[src/common/tsc_pkg.sv]
// Shared constants, types and helpers for the slot command port
`default_nettype none
package tsc_pkg;
  // Clock rates and the frame time
  localparam int SYS_HZ = 40_000_000;
  localparam int HWY_HZ = 4_096_000;
  localparam int FRAME_HZ = 8_000;
  localparam int FRAME_US = 125;
  // Half period of the generated highway clock in system cycles
  localparam int HALF_RAW = SYS_HZ / (2 * HWY_HZ);
  localparam int HALF_CYC = (HALF_RAW < 1) ? 1 : HALF_RAW;
  // Highway clock periods per frame, two periods carry one bit
  localparam int FRAME_PER = HWY_HZ / FRAME_HZ;
  localparam logic [8:0] PER_LAST = 9'(FRAME_PER - 1);
  localparam int CH_NUM = 8;
  localparam int SLOT_BITS = 32;
  // Tri-level strap codes as delivered by the level translator
  localparam logic [1:0] STRAP_ZERO = 2'h0;
  localparam logic [1:0] STRAP_P = 2'h1;
  localparam logic [1:0] STRAP_N = 2'h2;
  // Monitor channel protocol bytes and counts
  localparam logic [7:0] ID_REQ0 = 8'h80;
  localparam logic [7:0] ID_REQ1 = 8'h00;
  localparam logic [7:0] CFG_RST = 8'h00;
  localparam logic [1:0] BLOCK_CNT = 2'h3;
  localparam logic [3:0] COEF_LEN = 4'h8;
  localparam logic [3:0] STAT_LEN = 4'h1;
  localparam int CMD_READ_BIT = 2;
  localparam int CMD_COEF_BIT = 3;
  // Controller register map
  localparam logic [1:0] REG_TX = 2'h0;
  localparam logic [1:0] REG_RX = 2'h1;
  localparam logic [1:0] REG_STAT = 2'h2;
  localparam logic [1:0] REG_CHAN = 2'h3;
  localparam int STAT_RXV = 0;
  localparam int STAT_BUSY = 1;
  localparam logic [2:0] CHAN_RST = 3'h0;

  typedef enum logic [1:0] {HS_IDLE, HS_WAIT, HS_GAP} tsc_hs_t;

  // Strap pair to channel number; unlisted pairs fall back to channel 0
  function automatic logic [2:0] strap_to_ch(input logic [1:0] a,
                                             input logic [1:0] b);
    logic [2:0] ch;
    ch = 3'h0;
    case ({a, b})
      {STRAP_ZERO, STRAP_N}: ch = 3'h1;
      {STRAP_P, STRAP_ZERO}: ch = 3'h2;
      {STRAP_P, STRAP_N}: ch = 3'h3;
      {STRAP_ZERO, STRAP_P}: ch = 3'h4;
      {STRAP_N, STRAP_ZERO}: ch = 3'h5;
      {STRAP_P, STRAP_P}: ch = 3'h6;
      {STRAP_N, STRAP_P}: ch = 3'h7;
      default: ch = 3'h0;
    endcase
    return ch;
  endfunction

  // One channel: two voice bytes, monitor byte, C/I, ack, valid
  function automatic logic [31:0] pack_slot(input logic [15:0] voice,
    input logic [7:0] mon, input logic [5:0] ci, input logic ack,
    input logic vld);
    return {voice, mon, ci, ack, vld};
  endfunction
endpackage
`default_nettype wire

[src/common/tsc_hwy_if.sv]
// Serial highway between line-card controller and codec front end
`default_nettype none
interface tsc_hwy_if;
  logic highway_bit_clock;
  logic fsync;
  logic dn_data;
  logic up_dev;
  logic up_dev_oe;
  logic up_data;
  // Upstream line is open drain with a pull-up
  assign up_data = up_dev_oe ? up_dev : 1'h1;
  modport dev (input highway_bit_clock, input fsync, input dn_data,
               input up_data, output up_dev, output up_dev_oe);
  modport ctl (output highway_bit_clock, output fsync, output dn_data,
               input up_data);
endinterface
`default_nettype wire

[src/hdl/tsc_dev.sv]
// Codec front end: slot timing, monitor handshake, command interpreter
//
// Notes on behaviour
// - Timing from highway clock and frame sync
// - Frame holds eight channels, numbered 0 to 7
// - Two tri-level straps select the channel
// - Channel: voice, voice, monitor, C/I plus handshake
// - Commands need own address byte first
// - Identify request answered with two ID bytes
// - Old revision ignores the next three write commands after a write; a read ends this
// - Controller follows each write with a read; the bench sends a second write before its read
// - Status read returns first config register
// - Newer revision accepts commands right after write
//
// Local design decisions: the register addresses and the plain strobed port.
`default_nettype none
module tsc_dev #(
  parameter logic [7:0] DEV_ADDR = 8'hc5, // Arbitrary value
  parameter logic [15:0] DEV_ID = 16'h5a3c, // Arbitrary value
  parameter bit LEGACY_REV = 1'h1
) (
  input wire logic clk_sys_i,
  input wire logic resetn_i,
  tsc_hwy_if.dev hwy,
  input wire logic [1:0] slot_strap_a_i,
  input wire logic [1:0] slot_strap_b_i,
  input wire logic [15:0] voice_tx_i,
  input wire logic [5:0] ci_tx_i,
  output logic [15:0] voice_rx_o,
  output logic [5:0] ci_rx_o,
  output logic [7:0] first_config_register_o,
  output logic [2:0] slot_o
);
  typedef enum logic [1:0] {CI_IDLE, CI_ID2, CI_CMD, CI_DATA} tsc_cmd_t;

  if (DEV_ADDR == tsc_pkg::ID_REQ0)
    $error("Device address must differ from the identify request");

  logic [6:0] sync1_ff, sync2_ff, nxt_sync1, nxt_sync2;
  logic clkd_ff, nxt_clkd;
  logic [8:0] edge_ff, nxt_edge, cur_edge;
  logic [2:0] slot_ff, nxt_slot;
  logic rise, in_slot, drv, smp, last;
  logic [4:0] pos;
  logic up_ff, nxt_up, up_oe_ff, nxt_up_oe;
  logic [31:0] txsh_ff, nxt_txsh, rxsh_ff, nxt_rxsh, word, tw;
  logic [15:0] voice_ff, nxt_voice;
  logic [5:0] ci_ff, nxt_ci;
  logic monitor_receive_ack_ff, nxt_monitor_receive_ack;
  logic monitor_transmit_valid_ff, nxt_monitor_transmit_valid;
  logic [7:0] mon_tx_ff, nxt_mon_tx;
  tsc_pkg::tsc_hs_t hs_ff, nxt_hs;
  logic push, take, pop, fifo_rdy, fifo_vld;
  logic [7:0] mem_ff [2];
  logic [7:0] nxt_mem [2];
  logic wp_ff, nxt_wp, rp_ff, nxt_rp;
  logic [1:0] fill_ff, nxt_fill;
  logic [7:0] head;
  tsc_cmd_t st_ff, nxt_st;
  logic [7:0] cfg_ff, nxt_cfg;
  logic [1:0] blk_ff, nxt_blk;
  logic [3:0] left_ff, nxt_left;
  logic stat_ff, nxt_stat, ign_ff, nxt_ign;
  logic [15:0] rep_ff, nxt_rep;
  logic [1:0] rcnt_ff, nxt_rcnt;

  // Edge and position decode; rising edges are counted since frame sync
  assign rise = sync2_ff[6] & ~clkd_ff;
  assign cur_edge = sync2_ff[5] ? 9'h000 : 9'(edge_ff + 9'h001);
  // Compare against the slot being taken now, so the old one is not
  // driven for a single bit at the frame start when the straps change
  assign in_slot = (cur_edge[8:6] == nxt_slot);
  assign pos = cur_edge[5:1];
  assign drv = rise & ~cur_edge[0];
  assign smp = rise & cur_edge[0] & in_slot;
  assign last = smp & (pos == 5'h1f);
  assign word = {rxsh_ff[30:0], sync2_ff[4]};
  assign tw = tsc_pkg::pack_slot(voice_tx_i, mon_tx_ff, ci_tx_i,
    monitor_receive_ack_ff, monitor_transmit_valid_ff);

  // Pin synchronisers, edge counter and strap capture at frame start
  always_comb
  begin
    nxt_sync1 = {hwy.highway_bit_clock, hwy.fsync, hwy.dn_data,
                 slot_strap_a_i, slot_strap_b_i};
    nxt_sync2 = sync1_ff;
    nxt_clkd = sync2_ff[6];
    nxt_edge = edge_ff;
    nxt_slot = slot_ff;
    if (rise)
    begin
      nxt_edge = cur_edge;
      if (sync2_ff[5])
        nxt_slot = tsc_pkg::strap_to_ch(sync2_ff[3:2], sync2_ff[1:0]);
    end
  end

  always_ff @(posedge clk_sys_i or negedge resetn_i)
  begin
    if (!resetn_i)
    begin
      sync1_ff <= 7'h00;
      sync2_ff <= 7'h00;
      clkd_ff <= 1'h0;
      // First rise after reset is the controller's last period, not slot 0
      edge_ff <= 9'(tsc_pkg::PER_LAST - 9'h001);
      slot_ff <= 3'h0;
    end
    else
    begin
      sync1_ff <= nxt_sync1;
      sync2_ff <= nxt_sync2;
      clkd_ff <= nxt_clkd;
      edge_ff <= nxt_edge;
      slot_ff <= nxt_slot;
    end
  end

  // Slot shifters, stepped each bit, and the monitor handshake, evaluated once per frame
  always_comb
  begin
    nxt_up = up_ff;
    nxt_up_oe = up_oe_ff;
    nxt_txsh = txsh_ff;
    nxt_rxsh = rxsh_ff;
    nxt_voice = voice_ff;
    nxt_ci = ci_ff;
    nxt_monitor_receive_ack = monitor_receive_ack_ff;
    nxt_monitor_transmit_valid = monitor_transmit_valid_ff;
    nxt_mon_tx = mon_tx_ff;
    nxt_hs = hs_ff;
    push = 1'h0;
    take = 1'h0;
    if (drv)
    begin
      nxt_up_oe = in_slot; // Release the line outside our channel
      nxt_up = 1'h1;
      if (in_slot && pos == 5'h00)
      begin
        nxt_up = tw[31];
        nxt_txsh = {tw[30:0], 1'h0};
      end
      else if (in_slot)
      begin
        nxt_up = txsh_ff[31];
        nxt_txsh = {txsh_ff[30:0], 1'h0};
      end
    end
    if (smp)
      nxt_rxsh = word;
    if (last)
    begin
      nxt_voice = word[31:16];
      nxt_ci = word[7:2];
      // A full buffer withholds the ack, so the byte is offered again
      if (!word[0])
        nxt_monitor_receive_ack = 1'h0;
      else if (!monitor_receive_ack_ff && fifo_rdy)
      begin
        push = 1'h1;
        nxt_monitor_receive_ack = 1'h1;
      end
      case (hs_ff)
        tsc_pkg::HS_IDLE:
          if (rcnt_ff != 2'h0)
          begin
            nxt_mon_tx = rep_ff[15:8];
            nxt_monitor_transmit_valid = 1'h1;
            take = 1'h1;
            nxt_hs = tsc_pkg::HS_WAIT;
          end
        tsc_pkg::HS_WAIT:
          if (word[1])
          begin
            nxt_monitor_transmit_valid = 1'h0;
            nxt_hs = tsc_pkg::HS_GAP;
          end
        tsc_pkg::HS_GAP:
          if (!word[1])
            nxt_hs = tsc_pkg::HS_IDLE;
        default: nxt_hs = tsc_pkg::HS_IDLE;
      endcase
    end
  end

  always_ff @(posedge clk_sys_i or negedge resetn_i)
  begin
    if (!resetn_i)
    begin
      up_ff <= 1'h1;
      up_oe_ff <= 1'h0;
      txsh_ff <= 32'h0;
      rxsh_ff <= 32'h0;
      voice_ff <= 16'h0;
      ci_ff <= 6'h0;
      monitor_receive_ack_ff <= 1'h0;
      monitor_transmit_valid_ff <= 1'h0;
      mon_tx_ff <= 8'h00;
      hs_ff <= tsc_pkg::HS_IDLE;
    end
    else
    begin
      up_ff <= nxt_up;
      up_oe_ff <= nxt_up_oe;
      txsh_ff <= nxt_txsh;
      rxsh_ff <= nxt_rxsh;
      voice_ff <= nxt_voice;
      ci_ff <= nxt_ci;
      monitor_receive_ack_ff <= nxt_monitor_receive_ack;
      monitor_transmit_valid_ff <= nxt_monitor_transmit_valid;
      mon_tx_ff <= nxt_mon_tx;
      hs_ff <= nxt_hs;
    end
  end

  // Two-entry buffer between monitor receiver and interpreter
  assign fifo_rdy = (fill_ff != 2'h2);
  assign fifo_vld = (fill_ff != 2'h0);
  assign head = mem_ff[rp_ff];
  assign pop = fifo_vld && (rcnt_ff == 2'h0); // Stall while replying
  always_comb
  begin
    nxt_mem = mem_ff;
    if (push)
      nxt_mem[wp_ff] = word[15:8];
    nxt_wp = wp_ff ^ push;
    nxt_rp = rp_ff ^ pop;
    nxt_fill = 2'(fill_ff + {1'h0, push} - {1'h0, pop});
  end

  always_ff @(posedge clk_sys_i or negedge resetn_i)
  begin
    if (!resetn_i)
    begin
      mem_ff[0] <= 8'h00;
      mem_ff[1] <= 8'h00;
      wp_ff <= 1'h0;
      rp_ff <= 1'h0;
      fill_ff <= 2'h0;
    end
    else
    begin
      mem_ff <= nxt_mem;
      wp_ff <= nxt_wp;
      rp_ff <= nxt_rp;
      fill_ff <= nxt_fill;
    end
  end

  // Command interpreter: address, identify, status and coefficient access
  always_comb
  begin
    nxt_st = st_ff;
    nxt_cfg = cfg_ff;
    nxt_blk = blk_ff;
    nxt_left = left_ff;
    nxt_stat = stat_ff;
    nxt_ign = ign_ff;
    nxt_rep = rep_ff;
    nxt_rcnt = rcnt_ff;
    if (take)
    begin
      nxt_rep = {rep_ff[7:0], 8'h00};
      nxt_rcnt = 2'(rcnt_ff - 2'h1);
    end
    if (pop)
    begin
      case (st_ff)
        CI_IDLE:
          if (head == tsc_pkg::ID_REQ0)
            nxt_st = CI_ID2;
          else if (head == DEV_ADDR)
            nxt_st = CI_CMD;
        CI_ID2:
        begin
          nxt_st = CI_IDLE;
          if (head == tsc_pkg::ID_REQ1)
          begin
            nxt_rep = DEV_ID;
            nxt_rcnt = 2'h2;
          end
        end
        CI_CMD:
          if (head[tsc_pkg::CMD_READ_BIT])
          begin
            nxt_rep = {DEV_ADDR, cfg_ff};
            nxt_rcnt = 2'h2;
            nxt_blk = 2'h0;
            nxt_st = CI_IDLE;
          end
          else
          begin
            // Blocked writes still swallow their data bytes
            nxt_ign = (blk_ff != 2'h0);
            if (blk_ff != 2'h0)
              nxt_blk = 2'(blk_ff - 2'h1);
            nxt_stat = ~head[tsc_pkg::CMD_COEF_BIT];
            nxt_left = head[tsc_pkg::CMD_COEF_BIT] ? tsc_pkg::COEF_LEN
                                                  : tsc_pkg::STAT_LEN;
            nxt_st = CI_DATA;
          end
        CI_DATA:
        begin
          // Filter coefficients are not modelled and are discarded
          if (stat_ff && !ign_ff)
            nxt_cfg = head;
          nxt_left = 4'(left_ff - 4'h1);
          if (left_ff == 4'h1)
          begin
            nxt_st = CI_IDLE;
            if (!ign_ff && LEGACY_REV)
              nxt_blk = tsc_pkg::BLOCK_CNT;
          end
        end
        default: nxt_st = CI_IDLE;
      endcase
    end
  end

  always_ff @(posedge clk_sys_i or negedge resetn_i)
  begin
    if (!resetn_i)
    begin
      st_ff <= CI_IDLE;
      cfg_ff <= tsc_pkg::CFG_RST;
      blk_ff <= 2'h0;
      left_ff <= 4'h0;
      stat_ff <= 1'h0;
      ign_ff <= 1'h0;
      rep_ff <= 16'h0;
      rcnt_ff <= 2'h0;
    end
    else
    begin
      st_ff <= nxt_st;
      cfg_ff <= nxt_cfg;
      blk_ff <= nxt_blk;
      left_ff <= nxt_left;
      stat_ff <= nxt_stat;
      ign_ff <= nxt_ign;
      rep_ff <= nxt_rep;
      rcnt_ff <= nxt_rcnt;
    end
  end

  assign hwy.up_dev = up_ff;
  assign hwy.up_dev_oe = up_oe_ff;
  assign voice_rx_o = voice_ff;
  assign ci_rx_o = ci_ff;
  assign first_config_register_o = cfg_ff;
  assign slot_o = slot_ff;
endmodule
`default_nettype wire

[src/flat_wrapper.sv]
// flat-port wrapper written by rule: the top's interface ports become plain ports
module tsc_dev_flat 
#(
  parameter logic [7:0] DEV_ADDR = 8'hc5,                   
  parameter logic [15:0] DEV_ID = 16'h5a3c,                   
  parameter bit LEGACY_REV = 1'h1
)
  (clk_sys_i, resetn_i, slot_strap_a_i, slot_strap_b_i, voice_tx_i, ci_tx_i, voice_rx_o, ci_rx_o, first_config_register_o, slot_o, hwy_highway_bit_clock, hwy_fsync, hwy_dn_data, hwy_up_dev, hwy_up_dev_oe);
  tsc_hwy_if hwy_i ();
  input wire logic clk_sys_i;
  input wire logic resetn_i;
  input wire logic [1:0] slot_strap_a_i;
  input wire logic [1:0] slot_strap_b_i;
  input wire logic [15:0] voice_tx_i;
  input wire logic [5:0] ci_tx_i;
  output logic [15:0] voice_rx_o;
  output logic [5:0] ci_rx_o;
  output logic [7:0] first_config_register_o;
  output logic [2:0] slot_o;
  input wire logic [$bits(hwy_i.highway_bit_clock)-1:0] hwy_highway_bit_clock;
  input wire logic [$bits(hwy_i.fsync)-1:0] hwy_fsync;
  input wire logic [$bits(hwy_i.dn_data)-1:0] hwy_dn_data;
  output wire logic [$bits(hwy_i.up_dev)-1:0] hwy_up_dev;
  output wire logic [$bits(hwy_i.up_dev_oe)-1:0] hwy_up_dev_oe;
  assign hwy_i.highway_bit_clock = hwy_highway_bit_clock;
  assign hwy_i.fsync = hwy_fsync;
  assign hwy_i.dn_data = hwy_dn_data;
  assign hwy_up_dev = hwy_i.up_dev;
  assign hwy_up_dev_oe = hwy_i.up_dev_oe;
  tsc_dev #(.DEV_ADDR(DEV_ADDR), .DEV_ID(DEV_ID), .LEGACY_REV(LEGACY_REV)) u_core (.clk_sys_i(clk_sys_i), .resetn_i(resetn_i), .hwy(hwy_i), .slot_strap_a_i(slot_strap_a_i), .slot_strap_b_i(slot_strap_b_i), .voice_tx_i(voice_tx_i), .ci_tx_i(ci_tx_i), .voice_rx_o(voice_rx_o), .ci_rx_o(ci_rx_o), .first_config_register_o(first_config_register_o), .slot_o(slot_o));
endmodule
[config.mk]
export PLATFORM = sky130hd
export DESIGN_NAME = tsc_dev_flat
export DESIGN_NICKNAME = d
export VERILOG_FILES = /design/src/common/tsc_pkg.sv /design/src/common/tsc_hwy_if.sv /design/src/hdl/tsc_dev.sv /design/src/flat_wrapper.sv
export SDC_FILE = /design/constraint.sdc
export NUM_CORES = 1
export LEC_CHECK = 0
export ABC_AREA = 1
export BUFFER_PORTS_ARGS = -buffer_cell sky130_fd_sc_hd__buf_2
export CELL_PAD_IN_SITES_DETAIL_PLACEMENT = 0
export CELL_PAD_IN_SITES_GLOBAL_PLACEMENT = 1
export CORE_UTILIZATION = 41
export CTS_CLUSTER_DIAMETER = 30
export CTS_CLUSTER_SIZE = 12
export DETAILED_ROUTE_END_ITERATION = 10
export GPL_TIMING_DRIVEN = 0
export MAX_ROUTING_LAYER = met4
export PLACE_DENSITY = 0.76
export SYNTH_ARGS = -nofsm -noshare
export SYNTH_HDL_FRONTEND = slang
export SYNTH_SLANG_ARGS = --single-unit
[constraint.sdc]
create_clock -name clk_sys_i -period 2.75 [get_ports clk_sys_i]
set_clock_uncertainty 0.2 [all_clocks]
set_input_delay 0.4125 -clock clk_sys_i [delete_from_list [all_inputs] [get_ports clk_sys_i]]
set_output_delay 0.4125 -clock clk_sys_i [all_outputs]
set_load 0.02 [all_outputs]
After elaboration in Yosys (flattened, before gate mapping)
Index checks and enable logic that the tools add are counted.
{"block": "totals", "regBits": 182, "latchBits": 0, "mem_bits_rw": 0, "romBits": 0, "in_bits": 31, "wordCells": 157, "n_memories": 0}
{"block": "op_classes", "add_sub_neg": 6, "multipliers": 0, "div": 0, "order_cmp": 3, "eq_ne": 27, "n_shift": 0, "muxes": 52, "bitwise_logic": 13, "reduce_logical": 28}
{"cell": "$mux 16", "n": 4}
{"cell": "$mux 32", "n": 2}
{"cell": "$mux 8", "n": 4}
{"cell": "$pmux 16 s2", "n": 1}
{"cell": "$mux 2", "n": 15}
{"cell": "$pmux 3 s7", "n": 1}
{"cell": "$bwmux 16", "n": 1}
{"cell": "$eq 8x8->1 const B", "n": 2}
{"cell": "$reduce_and 3->1", "n": 5}
{"cell": "$eq 4x3->1 const B", "n": 3}
{"cell": "$mux 1", "n": 12}
{"cell": "$reduce_bool 2->1", "n": 6}
{"cell": "$ne 2x2->1 const B", "n": 5}
{"cell": "$add 9x1->9 const B", "n": 1}
{"cell": "$mux 9", "n": 1}
{"cell": "$demux 8 s1", "n": 1}
{"cell": "$eq 4x1->1 const B", "n": 2}
{"cell": "$eq 4x4->1 const B", "n": 2}
{"cell": "$logic_not 8->1", "n": 1}
{"cell": "$mux 4", "n": 2}
{"cell": "$pmux 2 s2", "n": 2}
{"cell": "$pmux 2 s4", "n": 1}
{"cell": "$pmux 4 s2", "n": 1}
{"cell": "$reduce_and 4->1", "n": 2}
{"cell": "other kinds (26)", "n": 52}

Logic depth before layout (Yosys ltp)
{"block": "logic_depth", "ltp_word": 12, "ltp_mapped": 19, "ltp_nobuf": 19}

Least setup slack after synthesis
OpenSTA, ideal clock, no wires.
{"block": "synth_timing", "path_type": "register -> register", "start": "register u_core.edge_ff[1]", "end": "register u_core.mem_ff[13] (netlist name)", "setup_ps": 125, "t_arrival_ps": 2736, "required_time_ps": 2425, "setup_slack_ps": -310, "path_stages_with_launch": 17, "path_buffers": 1, "path_cell_list": "dfstp_2 ha_1 nand2_2 nor2_1 nand3_1 nand3_2 inv_1 nand2_1 nand2_2 nor2_8 nand2_4 nor2_8 nand4_1 inv_1 ha_1 buf_1 mux2_2"}
{"block": "synth_via", "elab_chain_len": 6}
{"element": "start, declared", "line": "tsc_dev.sv:41", "text": "logic [8:0] edge_ff, nxt_edge, cur_edge;"}
{"element": "start signal, assigned", "line": "tsc_dev.sv:106", "text": "edge_ff <= 9'(tsc_pkg::PER_LAST - 9'h001);"}
{"element": "start signal, assigned", "line": "tsc_dev.sv:114", "text": "edge_ff <= nxt_edge;"}
{"element": "$add 9x1->9 *", "line": "tsc_dev.sv:69", "text": "assign cur_edge = sync2_ff[5] ? 9'h000 : 9'(edge_ff + 9'h001);"}
{"element": "$mux 9 *", "line": "tsc_dev.sv:69"}
{"element": "$eq 3x3->1", "line": "tsc_dev.sv:72", "text": "assign in_slot = (cur_edge[8:6] == nxt_slot);"}
{"element": "$and 1x1->1", "line": "tsc_dev.sv:75", "text": "assign smp = rise & cur_edge[0] & in_slot;"}
{"element": "$and 1x1->1 *", "line": "tsc_dev.sv:76", "text": "assign last = smp & (pos == 5'h1f);"}
{"element": "$mux 1 *", "line": "tsc_dev.sv:151", "text": "if (last)"}
{"element": "end signal, assigned", "line": "tsc_dev.sv:243", "text": "mem_ff <= nxt_mem;"}
{"element": "end, declared", "line": "tsc_dev.sv:54", "text": "logic [7:0] mem_ff [2];"}
Mark *: on every way between the ends. The rest lies on a longest branch, timed or not.
A chain may end at the register's enable or synchronous reset.

Worst setup path after layout
{"block": "layout_timing", "start": "register u_core.edge_ff[1]", "end": "register u_core.mem_ff[1] (netlist name)"}
The elaborated chain is that of the path after synthesis.

==> impl_metrics.py <==
metrics = {
    "floorplan": {
        "coreArea_mm2": 0.01946,
        "die_h_um": 143.0,
        "initial_core_util": 0.4191,
        "io_pins": 66,
        "std_cell_rows": 51,
        "die-area_mm2": 0.02046,
        "die_w_um": 143.0,
    },
    "power": {
        "p_per_area_mw_per_mm2": 618.5,
        "vdd_drop_max_v": 0.0004612,
        "p_leak_uw": 0.004979,
        "total_power_uw": 6153,
    },
    "routing": {
        "first_pass_iters": 6,
        "vias": 6137,
        "ant_nets": 0,
        "drc": 0,
        "first_iter_violations": 260,
        "routed_wl_um": 17010,
        "vias_per_cell": 4.618,
        "avgRoutedWirePerCell_um": 12.80,
    },
    "clocking": {
        "cts.sinks": 181,
        "cts.path.max_buffers": 2,
        "cts_root_buffer": "clkbuf_16",
        "clk_pin_slew_ns": 0.08,
        "cts_buffers": 17,
        "clk_latency_ns": 0.43,
        "cts_tree": "done",
        "htreeDepth": 4,
    },
    "setup_path": {
        "r2r_start": "u_core.edge_ff[1]",
        "required_ns": 2.86,
        "worstSetupStartpointType": "register",
        "reg2reg_to": "u_core.mem_ff[1]",
        "path_class": "reg2reg",
        "reg2reg_slack_ns": -0.12,
        "cp-end-kind": "register",
        "crit_fanout": 5,
        "reg2regPathDepth": 17,
        "worstPathArrival_ns": 2.98,
    },
    "placed_design": {
        "dp_hpwl_um": 11520,
        "port_buffers": 65,
        "place_congestion": 0.8027,
        "dp.cells": 1271,
    },
    "min_path": {
        "holdPathStages": 5,
        "hold_path_startpoint": "voice_tx_i[6]",
        "min_path_type": "in2reg",
        "hold_end": "u_core.txsh_ff[23]",
    },
    "yosys": {
        "synthMostInstantiatedCell": "nand2_1",
        "yosysWarnings": 0,
        "ys_seq_area_frac": 0.5567,
        "synth_top_area_frac": 0.5277,
        "synth_edf_count": 0,
        "synth_nets": 985,
        "synth_area_leaders": "dfrtp_1 (53%), nand2_1 (12%), o21ai_0 (6.2%), inv_1 (5.0%), nor2_1 (4.4%)",
        "post-synth-top-area-cell": "dfrtp_1",
        "syn_inst": 940,
        "synthArstFlopShare": 1.000,
        "ys_ff_latch": 181,
        "synth_area_mm2": 0.008157,
        "synthFlopType": "dfrtp_1",
        "synth_cell_types": 42,
        "avgSynthCellArea_um2": 8.677,
        "synth_commonest_cells": "nand2_1 (264), dfrtp_1 (172), inv_1 (109), o21ai_0 (101), nor2_1 (96)",
    },
    "sta": {
        "max_slew.worst_pin.slew_ns": 1.090,
        "finalWorstSetupSlack_ns": -0.1240,
        "slew_headroom": 0.2677,
        "setup_viol": 14,
        "fin_crit_sh": 1.045,
        "final.min_clock_period_ns": 2.874,
        "timing.fmax_ghz": 0.3480,
        "timing.hold.ws_ns": 0.1121,
        "rsz0062_at_grt": "yes",
        "hold_viol": 0,
        "slew_violations": 0,
    },
    "final_layout": {
        "antenna_cells": 0,
        "seqCellArea_mm2": 0.004541,
        "fill_cells": 1859,
        "utilization": 0.5112,
        "drive_above_1_share": 0.2171,
        "multi_input_area_mm2": 0.003216,
        "layout.nets": 1096,
        "area_growth_pct": 21.98,
        "stdcell_count": 1329,
    },
    "grt": {
        "grt_pass1_vias": 6024,
        "overflow": 0,
        "antenna_found_initial": 0,
        "grt_util_all_layers": 0.1870,
        "grt_pass1_wl_um": 29330,
        "grt_max_degree": 120,
    },
    "outcome": {
        "outcome": "finished, violations left",
        "violations": "negative setup slack",
    },
    "flow_run": {
        "cap_viol_max_count": 0,
    },
}
[cell type report]
class / instances / share of cell area
Clock inverter: 15 / 0.02012
Clock buffer: 17 / 0.04276
Buffer: 31 / 0.01974
Timing Repair Buffer: 92 / 0.06137
Multi-Input combinational cell: 615 / 0.3232
Inverter: 113 / 0.04313
Tap cell: 265 / 0.03332
Sequential cell: 181 / 0.4564
[logic make-up (layout without fill, tap and decap cells)]
family / count (synthesis) / in the layout / synth area share
AND/OR/NAND/NOR: 435 / 435 / 0.2273
flip-flops: 181 / 181 / 0.5567
AO/OA/AOI/OAI: 154 / 154 / 0.1062
buffers and inverters: 144 / 268 / 0.07302
adder cells (fa/ha/maj): 14 / 14 / 0.02148
multiplexers: 8 / 8 / 0.01105
XOR/XNOR: 4 / 4 / 0.004296
[worst max path at each step]
| stage | end | from | cells after the start | slack (ns) |
|---|---|---|---|---|
| final | u_core.mem_ff[1] | u_core.edge_ff[1] | 17 | -0.12 |
| after global routing | u_core.mem_ff[1] | u_core.edge_ff[1] | 17 | -0.28 |
| after CTS | u_core.fill_ff[1] | u_core.edge_ff[1] | 17 | -0.24 |
| after detailed placement | u_core.mem_ff[13] | u_core.edge_ff[1] | 16 | -0.50 |
| after global placement | u_core.voice_rx_o[6] | resetn_i | 1 | -1.98 |
| after floorplan | u_core.fill_ff[1] | u_core.edge_ff[1] | 17 | -0.08 |
[where the power goes]
group	leakage [uW]	switching, uW	internal (uW)
sequential	0.00242	116	2890
clock	0.000307	1200	1330
combinational	0.00225	396	226
total	0.00498	1710	4440
[worst max-delay path, cell delays in order, from the launching register on]
cell     delay (ns)
dfstp_2        0.55
ha_4           0.14
nand2_4        0.07
nor2_4         0.14
a21oi_2        0.07
nor2_1         0.11
nand2_1        0.07
nand2_2        0.07
nand2_4        0.08
nor2_8         0.12
nand2_8        0.07
nor2_8         0.10
nand4_1        0.12
buf_4          0.18
inv_4          0.07
buf_12         0.10
ha_4           0.17
mux2_4         0.30
[state kept, by name, summed over array words and instances, names as in the netlist, 3 cells and up]
| signal | count |
|---|---|
| u_core.mem_ff | 16 |
| u_core.first_config_register_o | 8 |
| u_core.rxsh_ff | 31 |
| u_core.ci_rx_o | 6 |
| u_core.rep_ff | 16 |
| u_core.slot_o | 3 |
| u_core.mon_tx_ff | 8 |
| u_core.sync2_ff | 7 |
| u_core.left_ff | 4 |
| u_core.nxt_sync2 | 7 |
| u_core.edge_ff | 9 |
| u_core.voice_rx_o | 16 |
| u_core.txsh_ff | 31 |
[cells in the final DEF, fill, tap and decap left out, types with 3 or more instances in the layout]
| master | netlist | layout |
|---|---|---|
| nand2_1 | 264 | 253 |
| dfrtp_1 | 172 | 172 |
| inv_1 | 109 | 107 |
| nor2_1 | 96 | 93 |
| o21ai_0 | 101 | 93 |
| buf_2 | 9 | 73 |
| nand3_1 | 33 | 31 |
| o21ai_2 | 21 | 23 |
| a21oi_1 | 21 | 18 |
| clkbuf_16 | 0 | 17 |
| nand4_1 | 14 | 14 |
| nand2_2 | 6 | 13 |
| buf_4 | 0 | 12 |
| clkbuf_2 | 3 | 11 |
| ha_1 | 14 | 10 |
| o21ai_1 | 3 | 9 |
| buf_6 | 5 | 9 |
| dlygate4sd3_1 | 0 | 9 |
| dfstp_2 | 9 | 9 |
| mux2_4 | 0 | 7 |
| inv_8 | 0 | 7 |
| nor3_1 | 6 | 6 |
| nand2_4 | 1 | 4 |
| inv_2 | 3 | 4 |
| nand3_2 | 2 | 4 |
| nor2_2 | 3 | 4 |
| clkbuf_1 | 12 | 4 |
| ha_4 | 0 | 4 |
| clkinv_8 | 0 | 4 |
| a21oi_2 | 0 | 3 |
| nor2_4 | 1 | 3 |
| xor2_1 | 3 | 3 |
[stage by stage]
step	TNS [ns]	worst slack (ns)	cell area [um2]
2_1_floorplan	-0.2184	-0.08403	8204
3_3_place_gp	-349.67	-1.980	8861
3_5_place_dp	-6.584	-0.4963	8899
4_1_cts	-2.082	-0.2440	9843
5_1_grt	-3.792	-0.2784	9950
6_report	-1.008	-0.1240	9950
[routing by layer]
layer,vias to the layer above,share of wire,global-route usage
li1,3199,-,-
met1,2853,0.49,0.2457
met2,68,0.47,0.2955
met3,17,0.023,0.03320
met4,0,0.010,0.05490
met5,-,0,-
[what timing repair did]
action / 4_1_cts / 5_1_grt
gates resized for setup: 34 / 34
hold buffers: 9 / 0
gates cloned: 1 / 0
setup endpoints to repair: 19 / 78
buffers inserted: 12 / 4
endpoints found under the hold margin: 61 / 0
pin swaps: 18 / 15
(Power assumes the default switching activity.)
